File: config.mk
export PLATFORM = sky130hd
export DESIGN_NAME = byte_alu_branch
export DESIGN_NICKNAME = d
export VERILOG_FILES = /design/src/logic/alu_pkg.sv /design/src/logic/byte_alu_branch.sv
export SDC_FILE = /design/constraint.sdc
export NUM_CORES = 2
export LEC_CHECK = 0
export BUFFER_PORTS_ARGS = -buffer_cell sky130_fd_sc_hd__buf_2
export CORE_ASPECT_RATIO = 0.9
export CORE_MARGIN = 2
export CORE_UTILIZATION = 57
export CTS_CLUSTER_DIAMETER = 50
export DETAILED_ROUTE_END_ITERATION = 16
export MAX_ROUTING_LAYER = met4
export PLACE_DENSITY_LB_ADDON = 0.1
export RECOVER_POWER = 100
export SETUP_SLACK_MARGIN = 0.05
export SLEW_MARGIN = 20
export SYNTH_ARGS = -nofsm -noshare
export SYNTH_HDL_FRONTEND = slang
export SYNTH_SLANG_ARGS = --single-unit
export TNS_END_PERCENT = 1
File: constraint.sdc
create_clock -name pclk -period 10.55 [get_ports pclk]
set_input_delay 1.055 -clock pclk [delete_from_list [all_inputs] [get_ports pclk]]
set_output_delay 1.055 -clock pclk [all_outputs]
set_load 0.01 [all_outputs]
File: src/logic/alu_pkg.sv
// Purpose: Constants and carriers for the byte ALU and relative branch unit.
// Assumes: APB register access, 32-bit data, one clock pclk at 25 MHz.
// Notes:   Function
package alu_pkg;
	localparam logic [11:0] OFS_CMD    = 12'h000;
	localparam logic [11:0] OFS_ACC    = 12'h004;
	localparam logic [11:0] OFS_FILE   = 12'h008;
	localparam logic [11:0] OFS_FLAGS  = 12'h00C;
	localparam logic [11:0] OFS_PC     = 12'h010;
	localparam logic [11:0] OFS_RESULT = 12'h014;
	localparam logic [11:0] OFS_STATUS = 12'h018;
	localparam int          CMD_OP_LSB   = 0;
	localparam int          CMD_DEST_BIT = 4;
	localparam int          CMD_BIT_LSB  = 5;
	localparam int          CMD_ADDR_LSB = 8;
	localparam int          CMD_LIT_LSB  = 16;
	localparam int          FLG_RIPPLE   = 0;
	localparam int          FLG_NIBBLE   = 1;
	localparam int          FLG_NULL     = 2;
	localparam logic [7:0]  ACC_RESET    = 8'h00;
	localparam logic [2:0]  FLAGS_RESET  = 3'h0;
	localparam logic [14:0] PC_RESET     = 15'h0000;
	localparam logic [6:0]  FILE_MAX     = 7'h7F;
	localparam logic [1:0]  BRANCH_CYCLES = 2'h2;

	typedef enum logic [3:0] {
		OP_IDLE,
		OP_ADD_ACC_TO_FILE,
		OP_ADD_ACC_FILE_WITH_RIPPLE,
		OP_ARITH_SHIFT_RIGHT_FILE,
		OP_FILE_BIT_CLEAR,
		OP_FILE_BIT_SET,
		OP_LITERAL_RELATIVE_JUMP,
		OP_ACCUMULATOR_RELATIVE_JUMP
	} op_e;

	typedef enum logic [1:0] {
		ST_READY,
		ST_FIRST,
		ST_IDLE_CYCLE
	} phase_e;

	// Bit 0 is the ripple flag, matching the flags register layout.
	typedef struct packed {
		logic        null_res;
		logic        nibble;
		logic        ripple;
	} flags_s;
endpackage

File: src/logic/byte_alu_branch.sv
// Purpose: Executes the byte ALU subset and relative jumps, with an APB register file.
// Assumes: Writing the command register starts one operation; pclk runs at 25 MHz.
// Notes:   File memory of 128 bytes is held here; software loads it via the file window register.
//
// The APB register port and the register addresses were left to the implementer.
`timescale 1ns/1ns
module byte_alu_branch #(
	parameter int FILE_DEPTH = 128
) (
	input  wire logic        pclk,
	input  wire logic        presetn,
	input  wire logic        ce,
	input  wire logic        psel,
	input  wire logic        penable,
	input  wire logic        pwrite,
	input  wire logic [11:0] paddr,
	input  wire logic [31:0] pwdata,
	output logic [31:0]      prdata,
	output logic             pready,
	output logic             pslverr
);
	// ----------------------------------------------------------------
	// State
	// ----------------------------------------------------------------
	typedef struct packed {
		alu_pkg::op_e    op;
		alu_pkg::phase_e phase;
		logic            dest;
		logic [2:0]      bitpos;
		logic [6:0]      addr;
		logic [8:0]      lit;
		logic [7:0]      acc;
		alu_pkg::flags_s flags;
		logic [14:0]     pc;
		logic [7:0]      result;
		logic [6:0]      win_addr;
		logic [31:0]     rdata;
		logic            ready;
		logic            err;
	} state_s;

	state_s     st_r;
	state_s     st_nxt;
	logic [7:0] file_mem [FILE_DEPTH];
	logic       file_we;
	logic [6:0] file_wa;
	logic [7:0] file_wd;

	// Adds two bytes and a carry; returns {carry7, carry3, sum}.
	function automatic logic [9:0] add8(input logic [7:0] a, input logic [7:0] b,
		input logic ci);
		logic [4:0] lo;
		logic [4:0] hi;
		lo = {1'b0, a[3:0]} + {1'b0, b[3:0]} + {4'h0, ci};
		hi = {1'b0, a[7:4]} + {1'b0, b[7:4]} + {4'h0, lo[4]};
		return {hi[4], lo[4], hi[3:0], lo[3:0]};
	endfunction

	wire logic access = psel && penable;
	wire logic [7:0] fval = file_mem[st_r.addr];

	// ----------------------------------------------------------------
	// Next state
	// ----------------------------------------------------------------
	always_comb begin
		logic [9:0] sum;
		logic [7:0] res;
		st_nxt  = st_r;
		file_we = 1'b0;
		file_wa = st_r.addr;
		file_wd = 8'h00;
		sum     = 10'h000;
		res     = 8'h00;
		st_nxt.ready = 1'b0;
		st_nxt.err   = 1'b0;
		if (st_r.phase == alu_pkg::ST_FIRST) begin
			st_nxt.phase = alu_pkg::ST_READY;
			unique case (st_r.op)
				alu_pkg::OP_ADD_ACC_TO_FILE,
				alu_pkg::OP_ADD_ACC_FILE_WITH_RIPPLE: begin
					sum = add8(st_r.acc, fval,
						(st_r.op == alu_pkg::OP_ADD_ACC_FILE_WITH_RIPPLE)
						&& st_r.flags.ripple);
					res = sum[7:0];
					st_nxt.flags.ripple   = sum[9];
					st_nxt.flags.nibble   = sum[8];
					st_nxt.flags.null_res = (res == 8'h00);
				end
				alu_pkg::OP_ARITH_SHIFT_RIGHT_FILE: begin
					res = {fval[7], fval[7:1]};
					st_nxt.flags.ripple   = fval[0];
					st_nxt.flags.null_res = (res == 8'h00);
				end
				alu_pkg::OP_FILE_BIT_CLEAR: begin
					res = fval & ~(8'h01 << st_r.bitpos);
				end
				alu_pkg::OP_FILE_BIT_SET: begin
					res = fval | (8'h01 << st_r.bitpos);
				end
				alu_pkg::OP_LITERAL_RELATIVE_JUMP: begin
					st_nxt.pc = st_r.pc + 15'h0001
						+ {{6{st_r.lit[8]}}, st_r.lit};
					st_nxt.phase = alu_pkg::ST_IDLE_CYCLE;
				end
				alu_pkg::OP_ACCUMULATOR_RELATIVE_JUMP: begin
					st_nxt.pc = st_r.pc + 15'h0001 + {7'h00, st_r.acc};
					st_nxt.phase = alu_pkg::ST_IDLE_CYCLE;
				end
				default: begin
				end
			endcase
			st_nxt.result = res;
			if (st_r.op inside {alu_pkg::OP_FILE_BIT_CLEAR, alu_pkg::OP_FILE_BIT_SET}) begin
				file_we = 1'b1;
				file_wd = res;
			end else if (st_r.op inside {alu_pkg::OP_ADD_ACC_TO_FILE,
				alu_pkg::OP_ADD_ACC_FILE_WITH_RIPPLE,
				alu_pkg::OP_ARITH_SHIFT_RIGHT_FILE}) begin
				if (st_r.dest) begin
					file_we = 1'b1;
					file_wd = res;
				end else begin
					st_nxt.acc = res;
				end
			end
		end else if (st_r.phase == alu_pkg::ST_IDLE_CYCLE) begin
			st_nxt.phase = alu_pkg::ST_READY;
		end else if (access && !st_r.ready) begin
			st_nxt.ready = 1'b1;
			st_nxt.rdata = 32'h0000_0000;
			unique case (paddr)
				alu_pkg::OFS_CMD: begin
					if (pwrite) begin
						st_nxt.op     = alu_pkg::op_e'(pwdata[alu_pkg::CMD_OP_LSB +: 4]);
						st_nxt.dest   = pwdata[alu_pkg::CMD_DEST_BIT];
						st_nxt.bitpos = pwdata[alu_pkg::CMD_BIT_LSB +: 3];
						st_nxt.addr   = pwdata[alu_pkg::CMD_ADDR_LSB +: 7];
						st_nxt.lit    = pwdata[alu_pkg::CMD_LIT_LSB +: 9];
						st_nxt.phase  = alu_pkg::ST_FIRST;
					end else begin
						st_nxt.rdata = {7'h00, st_r.lit, 1'b0, st_r.addr, st_r.bitpos,
							st_r.dest, 4'(st_r.op)};
					end
				end
				alu_pkg::OFS_ACC: begin
					if (pwrite) st_nxt.acc = pwdata[7:0];
					st_nxt.rdata = {24'h000000, st_r.acc};
				end
				alu_pkg::OFS_FILE: begin
					if (pwrite) begin
						st_nxt.win_addr = pwdata[14:8];
						file_we = 1'b1;
						file_wa = pwdata[14:8];
						file_wd = pwdata[7:0];
					end
					st_nxt.rdata = {17'h00000, st_r.win_addr, file_mem[st_r.win_addr]};
				end
				alu_pkg::OFS_FLAGS: begin
					if (pwrite) st_nxt.flags = pwdata[2:0];
					st_nxt.rdata = {29'h00000000, st_r.flags};
				end
				alu_pkg::OFS_PC: begin
					if (pwrite) st_nxt.pc = pwdata[14:0];
					st_nxt.rdata = {17'h00000, st_r.pc};
				end
				alu_pkg::OFS_RESULT: st_nxt.rdata = {24'h000000, st_r.result};
				alu_pkg::OFS_STATUS: st_nxt.rdata = {30'h00000000, 2'(st_r.phase)};
				default: st_nxt.err = 1'b1;
			endcase
		end
	end

	// ----------------------------------------------------------------
	// Registers
	// ----------------------------------------------------------------
	always_ff @(posedge pclk or negedge presetn) begin
		if (!presetn) begin
			st_r       <= '0;
			st_r.acc   <= alu_pkg::ACC_RESET;
			st_r.flags <= alu_pkg::FLAGS_RESET;
			st_r.pc    <= alu_pkg::PC_RESET;
		end else if (ce) begin
			st_r <= st_nxt;
		end
	end

	always_ff @(posedge pclk) begin
		if (ce && file_we) begin
			file_mem[file_wa] <= file_wd;
		end
	end

	assign prdata  = st_r.rdata;
	assign pready  = st_r.ready;
	assign pslverr = st_r.err;

	// ----------------------------------------------------------------
	// Execution checks
	// ----------------------------------------------------------------
	// Carry-in that an addition is given, kept apart from the datapath function.
	wire logic chk_cin = st_r.op == alu_pkg::OP_ADD_ACC_FILE_WITH_RIPPLE
		&& st_r.flags.ripple;
endmodule

Yosys cells after proc, flatten, opt, wreduce, memory -nomap -nowiden. Memories as Yosys holds them, arrays and structs flattened. Index checks and enable logic that the tools add are counted.

Add/sub/neg operators: 7. Equality and inequality tests: 22. Shift operators: 1. Multiplexer cells: 51. Bitwise operators: 5. Reduce and logical (&&, ||, !) cells: 30.

Operators with widths (count): 25-bit case mux with 7 select lines (1); 8-bit 2-to-1 mux (13); 26-bit 2-to-1 mux (2); 48-bit 2-to-1 mux (1); 22-bit 2-to-1 mux (2); 12-bit by 5-bit == test with 1-bit output, second input constant (3); 7-bit 2-to-1 mux (5); 8-bit case mux with 4 select lines (1); 15-bit 2-to-1 mux (2); 15-bit case mux with 2 select lines (1); 6-bit AND reduction (5); 25-bit 2-to-1 mux (1); 12-bit by 4-bit == test with 1-bit output, second input constant (2); 4-bit by 3-bit == test with 1-bit output, second input constant (4); 8-bit zero test (2); 15-bit by 1-bit adder with 15-bit output, second input constant (1); 15-bit adder (1); 15-bit by 8-bit adder with 15-bit output (1); 12-bit by 3-bit == test with 1-bit output, second input constant (1); 12-bit zero test (1); 1-bit 2-to-1 mux (12); 2-bit 2-to-1 mux (6); 2-bit nonzero test (6); 3-bit nonzero test (4); 23 further kinds (38).

Bits in registers: 94. Bits in writable memories: 1024. Bits of input ports: 50. Memories: 1.

Memories: file_mem (depth 128, width 8, rd ports 2, clocked after memory_dff 0, wr ports 1, line byte_alu_branch.sv:44) `logic [7:0] file_mem [FILE_DEPTH];`.

Longest topological paths before layout.
Word-level depth: 9. Gate-level depth with buffers: 27.

Worst setup path after synthesis. No wires, ideal clock.

Path kind: register to register. Start point: reg st_r[85] (netlist bit). End point: mem file_mem[0][7], data pin. Setup time: 1.197 ns. Data arrival time: 9.773 ns. Data required time: 9.353 ns. Slack: -0.420 ns. Stages on the path, launching flop included: 26. Path buffers: 5. Period minus slack after synthesis: 10.970 ns. Cell sequence: dfrtp_1 buf_2 buf_2 buf_2 clkbuf_1 buf_1 mux4_2 a22o_1 a221oi_1 nand3_1 a221o_1 fa_1 inv_1 fa_1 inv_1 a21o_1 a21oi_1 fa_1 inv_1 a21o_1 a21oi_1 xnor2_1 a32oi_1 o21ai_0 o211ai_1 o21ai_0.

Cells in the longest elaborated chain, start to end: 9. Elaborated cells on any way between the ends: 12. Those cells by class: 4 x add/sub; 5 x mux; 2 x bitwise; 1 x memory.

Ends and longest elaborated chain: start: declaration (line byte_alu_branch.sv:42) `state_s st_r;`; start signal: assignment (line byte_alu_branch.sv:183) `st_r <= st_nxt;`; memory read 128 x 8 bit *; 4-bit by 4-bit adder with 5-bit output (line byte_alu_branch.sv:54) `lo = {1'b0, a[3:0]} + {1'b0, b[3:0]} + {4'h0, ci};`; 5-bit by 1-bit adder with 5-bit output (line byte_alu_branch.sv:54); 5-bit by 1-bit adder with 5-bit output (line byte_alu_branch.sv:55) `hi = {1'b0, a[7:4]} + {1'b0, b[7:4]} + {4'h0, lo[4]};`; 8-bit case mux with 4 select lines * (line byte_alu_branch.sv:78) `unique case (st_r.op)`; 8-bit 2-to-1 mux (line byte_alu_branch.sv:119) `if (st_r.dest) begin`; 8-bit 2-to-1 mux (line byte_alu_branch.sv:116) `end else if (st_r.op inside {alu_pkg::OP_ADD_ACC_TO_FILE,`; 8-bit 2-to-1 mux * (line byte_alu_branch.sv:113) `if (st_r.op inside {alu_pkg::OP_FILE_BIT_CLEAR, alu_pkg::OP_FILE_BIT_SET}) begin`; 8-bit 2-to-1 mux * (line byte_alu_branch.sv:76) `if (st_r.phase == alu_pkg::ST_FIRST) begin`; named net file_wd[7] (line byte_alu_branch.sv:47) `logic [7:0] file_wd;`; end: declaration (line byte_alu_branch.sv:44).

The timed path passes the listed nets; every way through them passes the cells marked *.

Worst setup path in the final report.
Start point: reg st_r[84] (netlist bit). End point: mem file_mem[2][6], data pin.

Same word-level chain as after synthesis.

==> key figures <==
Outcome
  • Status: finished, violations left
  • Violated checks: capacitance limit, slew limit

CTS
  • Clock transition at path regs: 0.06 ns
  • Root Driver: clkbuf_16
  • Sink Count: 1117
  • CTS tree: built
  • CTS buffer count: between 100 and 150
  • Post-CTS sizing: 0
  • Post CTS Setup Buffer Count: 0
  • Worst-case clock buffer depth: 3
  • Worst skew pair latency: 0.73 ns
  • H-tree levels: 4
  • Hold buffer count at CTS: 0

Die
  • I/O Pins: 84
  • Die ar.: about 97000 um^2
  • Core outline area: about 94000 um^2
  • Die Wd: 329 um
  • Die H: 296 um
  • Initial Utilization: 57.3%
  • Rows: between 100 and 150

Timing
  • Final setup violation count: 0
  • Clk_skew: 0.0347 ns
  • Setup TNS Final: 0 ns
  • Worst-Margin Slew: 4.54 ns
  • Minimum clock period: 8.95 ns
  • Max Fclk: 112 MHz
  • RSZ-0062 raised after global routing: no
  • Final Max Slew Viols: 409
  • Final period utilization: 84.9%
  • Hold Fails Final Rpt: 0
  • Headroom to the max-slew limit: -203%

Route
  • Initial drt markers: ~4400
  • Vias per std cell: 7.20
  • DRC: 0
  • Drt pass-1 iters: 6
  • Routed vias: 31800
  • DR WL/cell: 35.3 um
  • Final wirelength: 156000 um
  • Post-DRT Antenna Nets: 0

Placed design
  • Placed Instances: roughly 4200
  • Detailed placer's ending HPWL: 102000 um
  • RePlAce Congestion: ~0.98
  • Port bufs: 67

Yosys
  • Syn_area_per_cell: 17.7 um^2
  • Synth Register Bits: 1117
  • Compound-Gate Fraction of Synth Area: 4.58%
  • Multiplexer share of the synthesized area: between 20% and 30%
  • Ys Warns: 0
  • Synth Area in Simple Gates: 4.23%
  • Combinational family with the most area after synthesis: multiplexers
  • Adder-Cell Fraction of Synth Area: 0.717%
  • Seq/Total Area, Yosys: around 61%
  • Cell count after synthesis: 3062
  • Async set-reset flop share out of synthesis: 8.33%
  • Most used DFF post-synth: edfxtp_1
  • Post-Synth XOR/XNOR Area: 0.437%
  • Number of synthesized flops with an enable pin: 1024
  • Mapped cell area: 54100 um^2
  • Post-synth cell types: 70

Pwr
  • Max VDD drop: 0.117 mV
  • Power Dens Cells: 155 nW/um^2
  • Pleak: around 18 nW

Global route
  • GRT Total Usage: 33.6%
  • Met3 usage: 8.15%
  • Largest net degree at the start of global routing: 128
  • M2 GR Usage: between 40% and 50%
  • Initial antenna violation count: 5
  • Number of global-route vias before repair: approximately 32000
  • M1 GR Usage: 46.0%
  • GR peak layer: met2
  • Wire length of the first global-routing pass: 225000 um
  • GRT Residual Overflow: 0

Hold path
  • Hold Crit Class: register to register
  • Depth of the worst hold-timing path: 2

Layout
  • Total Nets Final: between 3000 and 4000
  • Layout cells sized above 1: 29.2%
  • Area grow syn2layout: 10.0%
  • Finished Layout Cells: 4413

Critical path
  • Critical setup path kind: register to register
  • Crit path launch type: register
  • Req. time, crit path: 10.98 ns
  • Data arrival, critical path: 9.38 ns
  • Worst Setup End Kind: register
  • CP Max Fanout: 66
  • R2R cell count: 18

Flow run
  • Max Cap Viol: 16
routing by layer:
layer	part of all wire, %	wire length [um]
met5	0	0
met4	4.7	7240
met3	12	18200
met2	46	71400
met1	38	58800
path summary, 6_finish.rpt:
| path | from | end | slack [ns] |
|---|---|---|---|
| hold reg to reg | prdata[21]$_DFFE_PN0P_ | prdata[21]$_DFFE_PN0P_ | 0.47 |
| hold / removal | prdata[21]$_DFFE_PN0P_ | prdata[21]$_DFFE_PN0P_ | 0.47 |
| setup / recovery | st_r[84]$_DFFE_PN0P_ | file_mem[2][6]$_DFFE_PP_ | 1.60 |
| max in group asynchronous | presetn | st_r[37]$_DFFE_PN0P_ | 5.38 |
| min in group asynchronous | presetn | prdata[1]$_DFFE_PN0P_ | 0.92 |
| setup reg to reg | st_r[84]$_DFFE_PN0P_ | file_mem[2][6]$_DFFE_PP_ | 1.60 |
cells in the final DEF, fill, tap and decap left out, drive strengths merged, types with 7 or more instances in the layout:
cell type | synthesis | final
ha | 23 | 23
nand2b | 9 | 9
o22ai | 30 | 30
bufinv | 0 | 10
buf | 114 | 90
a31oi | 13 | 13
a221oi | 33 | 33
inv | 28 | 35
mux2i | 162 | 162
clkinvlp | 0 | 10
nand3 | 68 | 68
nand2 | 101 | 101
and2 | 14 | 14
clkbuf | 156 | 197
mux4 | 528 | 528
a211o | 7 | 7
xnor2 | 21 | 21
nor2b | 11 | 11
edfxtp | 1024 | 1024
a22o | 17 | 17
mux2 | 68 | 68
clkinv | 0 | 44
a21o | 15 | 15
or2 | 16 | 16
nor3 | 12 | 12
nor4 | 9 | 9
a21oi | 53 | 53
o21ai | 65 | 65
or3 | 10 | 10
conb | 1 | 8
nor2 | 172 | 172
and3 | 11 | 11
a22oi | 75 | 75
a222oi | 7 | 7
nand3b | 12 | 12
dfrtp | 93 | 93
worst max-delay path, cell delays in order (launching register included):
cell,delay [ns]
dfrtp_1,1.93
buf_12,0.51
mux4_2,0.60
mux2_1,0.35
mux4_2,0.56
a211o_1,0.40
a221o_1,0.40
fa_1,0.44
inv_1,0.09
fa_1,0.21
inv_1,0.05
a21o_1,0.17
a21oi_1,0.24
fa_1,0.30
fa_1,0.25
xor2_1,0.11
o221ai_1,0.45
a22o_4,0.66
buf_4,0.66
state kept, by name, indices dropped and copies added (netlist names):
name and cells:
st_r 67, file_mem 1024, prdata 24, pslverr 1, pready 1
stage by stage:
| step | power [mW] | hold WS (ns) | worst slack (ns) | area, um^2 | utilization, % |
|---|---|---|---|---|---|
| 5_1_grt | 9.45 | 0.491 | 1.16 | 59600 | 63.1 |
| 4_1_cts | 9.27 | 0.276 | 2.70 | 59700 | 63.2 |
| 3_5_place_dp | 4.93 | 0.452 | 2.75 | 55500 | 58.8 |
| 3_3_place_gp | 4.93 | 0.450 | 2.93 | 55500 | 58.8 |
| 2_1_floorplan | 4.90 | 0.440 | 1.78 | 54100 | - |
| 6_report | 9.24 | 0.470 | 1.60 | 59600 | 63.1 |
cells by family after synthesis:
| kind of cell | count (synthesis) |
|---|---|
| DFF | 1117 |
| muxes | 758 |
| other | 1 |
| adders and majority gates | 28 |
| xor gates and xnor gates | 27 |
| buffers and inverters | 298 |
| AOI/OAI and AO/OA | 356 |
| and+or+nand+nor | 477 |
power breakdown:
group | switching, mW | internal, mW | total (mW) | leakage (nW)
registers | 0.00521 | 4.77 | 4.78 | 9.34
clock network | 1.80 | 2.60 | 4.40 | 2.02
logic | 0.0449 | 0.0193 | 0.0642 | 6.74
synthesized netlist by cell type, types with 5 or more instances:
master / number / area, um^2
edfxtp_1: 1024 / 30700
mux4_2: 528 / 11900
nor2_1: 172 / 646
mux2i_1: 162 / 1620
clkbuf_1: 155 / 582
nand2_1: 101 / 379
dfrtp_1: 93 / 2330
a22oi_1: 75 / 563
mux2_2: 68 / 766
nand3_1: 68 / 340
o21ai_0: 55 / 275
a21oi_1: 53 / 265
buf_4: 41 / 308
buf_1: 40 / 150
o22ai_1: 30 / 188
a221oi_1: 28 / 245
inv_1: 27 / 101
buf_2: 25 / 125
ha_1: 23 / 288
xnor2_1: 21 / 184
a22o_1: 17 / 149
or2_2: 16 / 100
a21o_1: 15 / 113
and2_1: 14 / 87.6
a31oi_1: 13 / 81.3
nand3b_1: 12 / 90.1
nor3_1: 12 / 60.1
and3_1: 11 / 68.8
nor2b_1: 11 / 68.8
o21ai_1: 10 / 50.1
or3_1: 10 / 62.6
nand2b_1: 9 / 56.3
nor4_1: 9 / 56.3
buf_6: 8 / 90.1
a211o_1: 7 / 61.3
a222oi_1: 7 / 70.1
nand4_1: 6 / 37.5
xor2_1: 6 / 52.6
a221o_1: 5 / 50.1
a221oi_2: 5 / 75.1
fa_1: 5 / 100
nor3b_1: 5 / 37.5
layout make-up:
type                       instances  area (um^2)
fill                            6623        34800
clock inverter                    71          658
sequential                      1117        33100
clock buffer                     156         3490
timing repair buffer             131          857
multi-input combinational       1654        19800
antenna                            3         7.51
tap                             1253         1570
inverter                          28          105
Power figures use the tool's default switching activity.
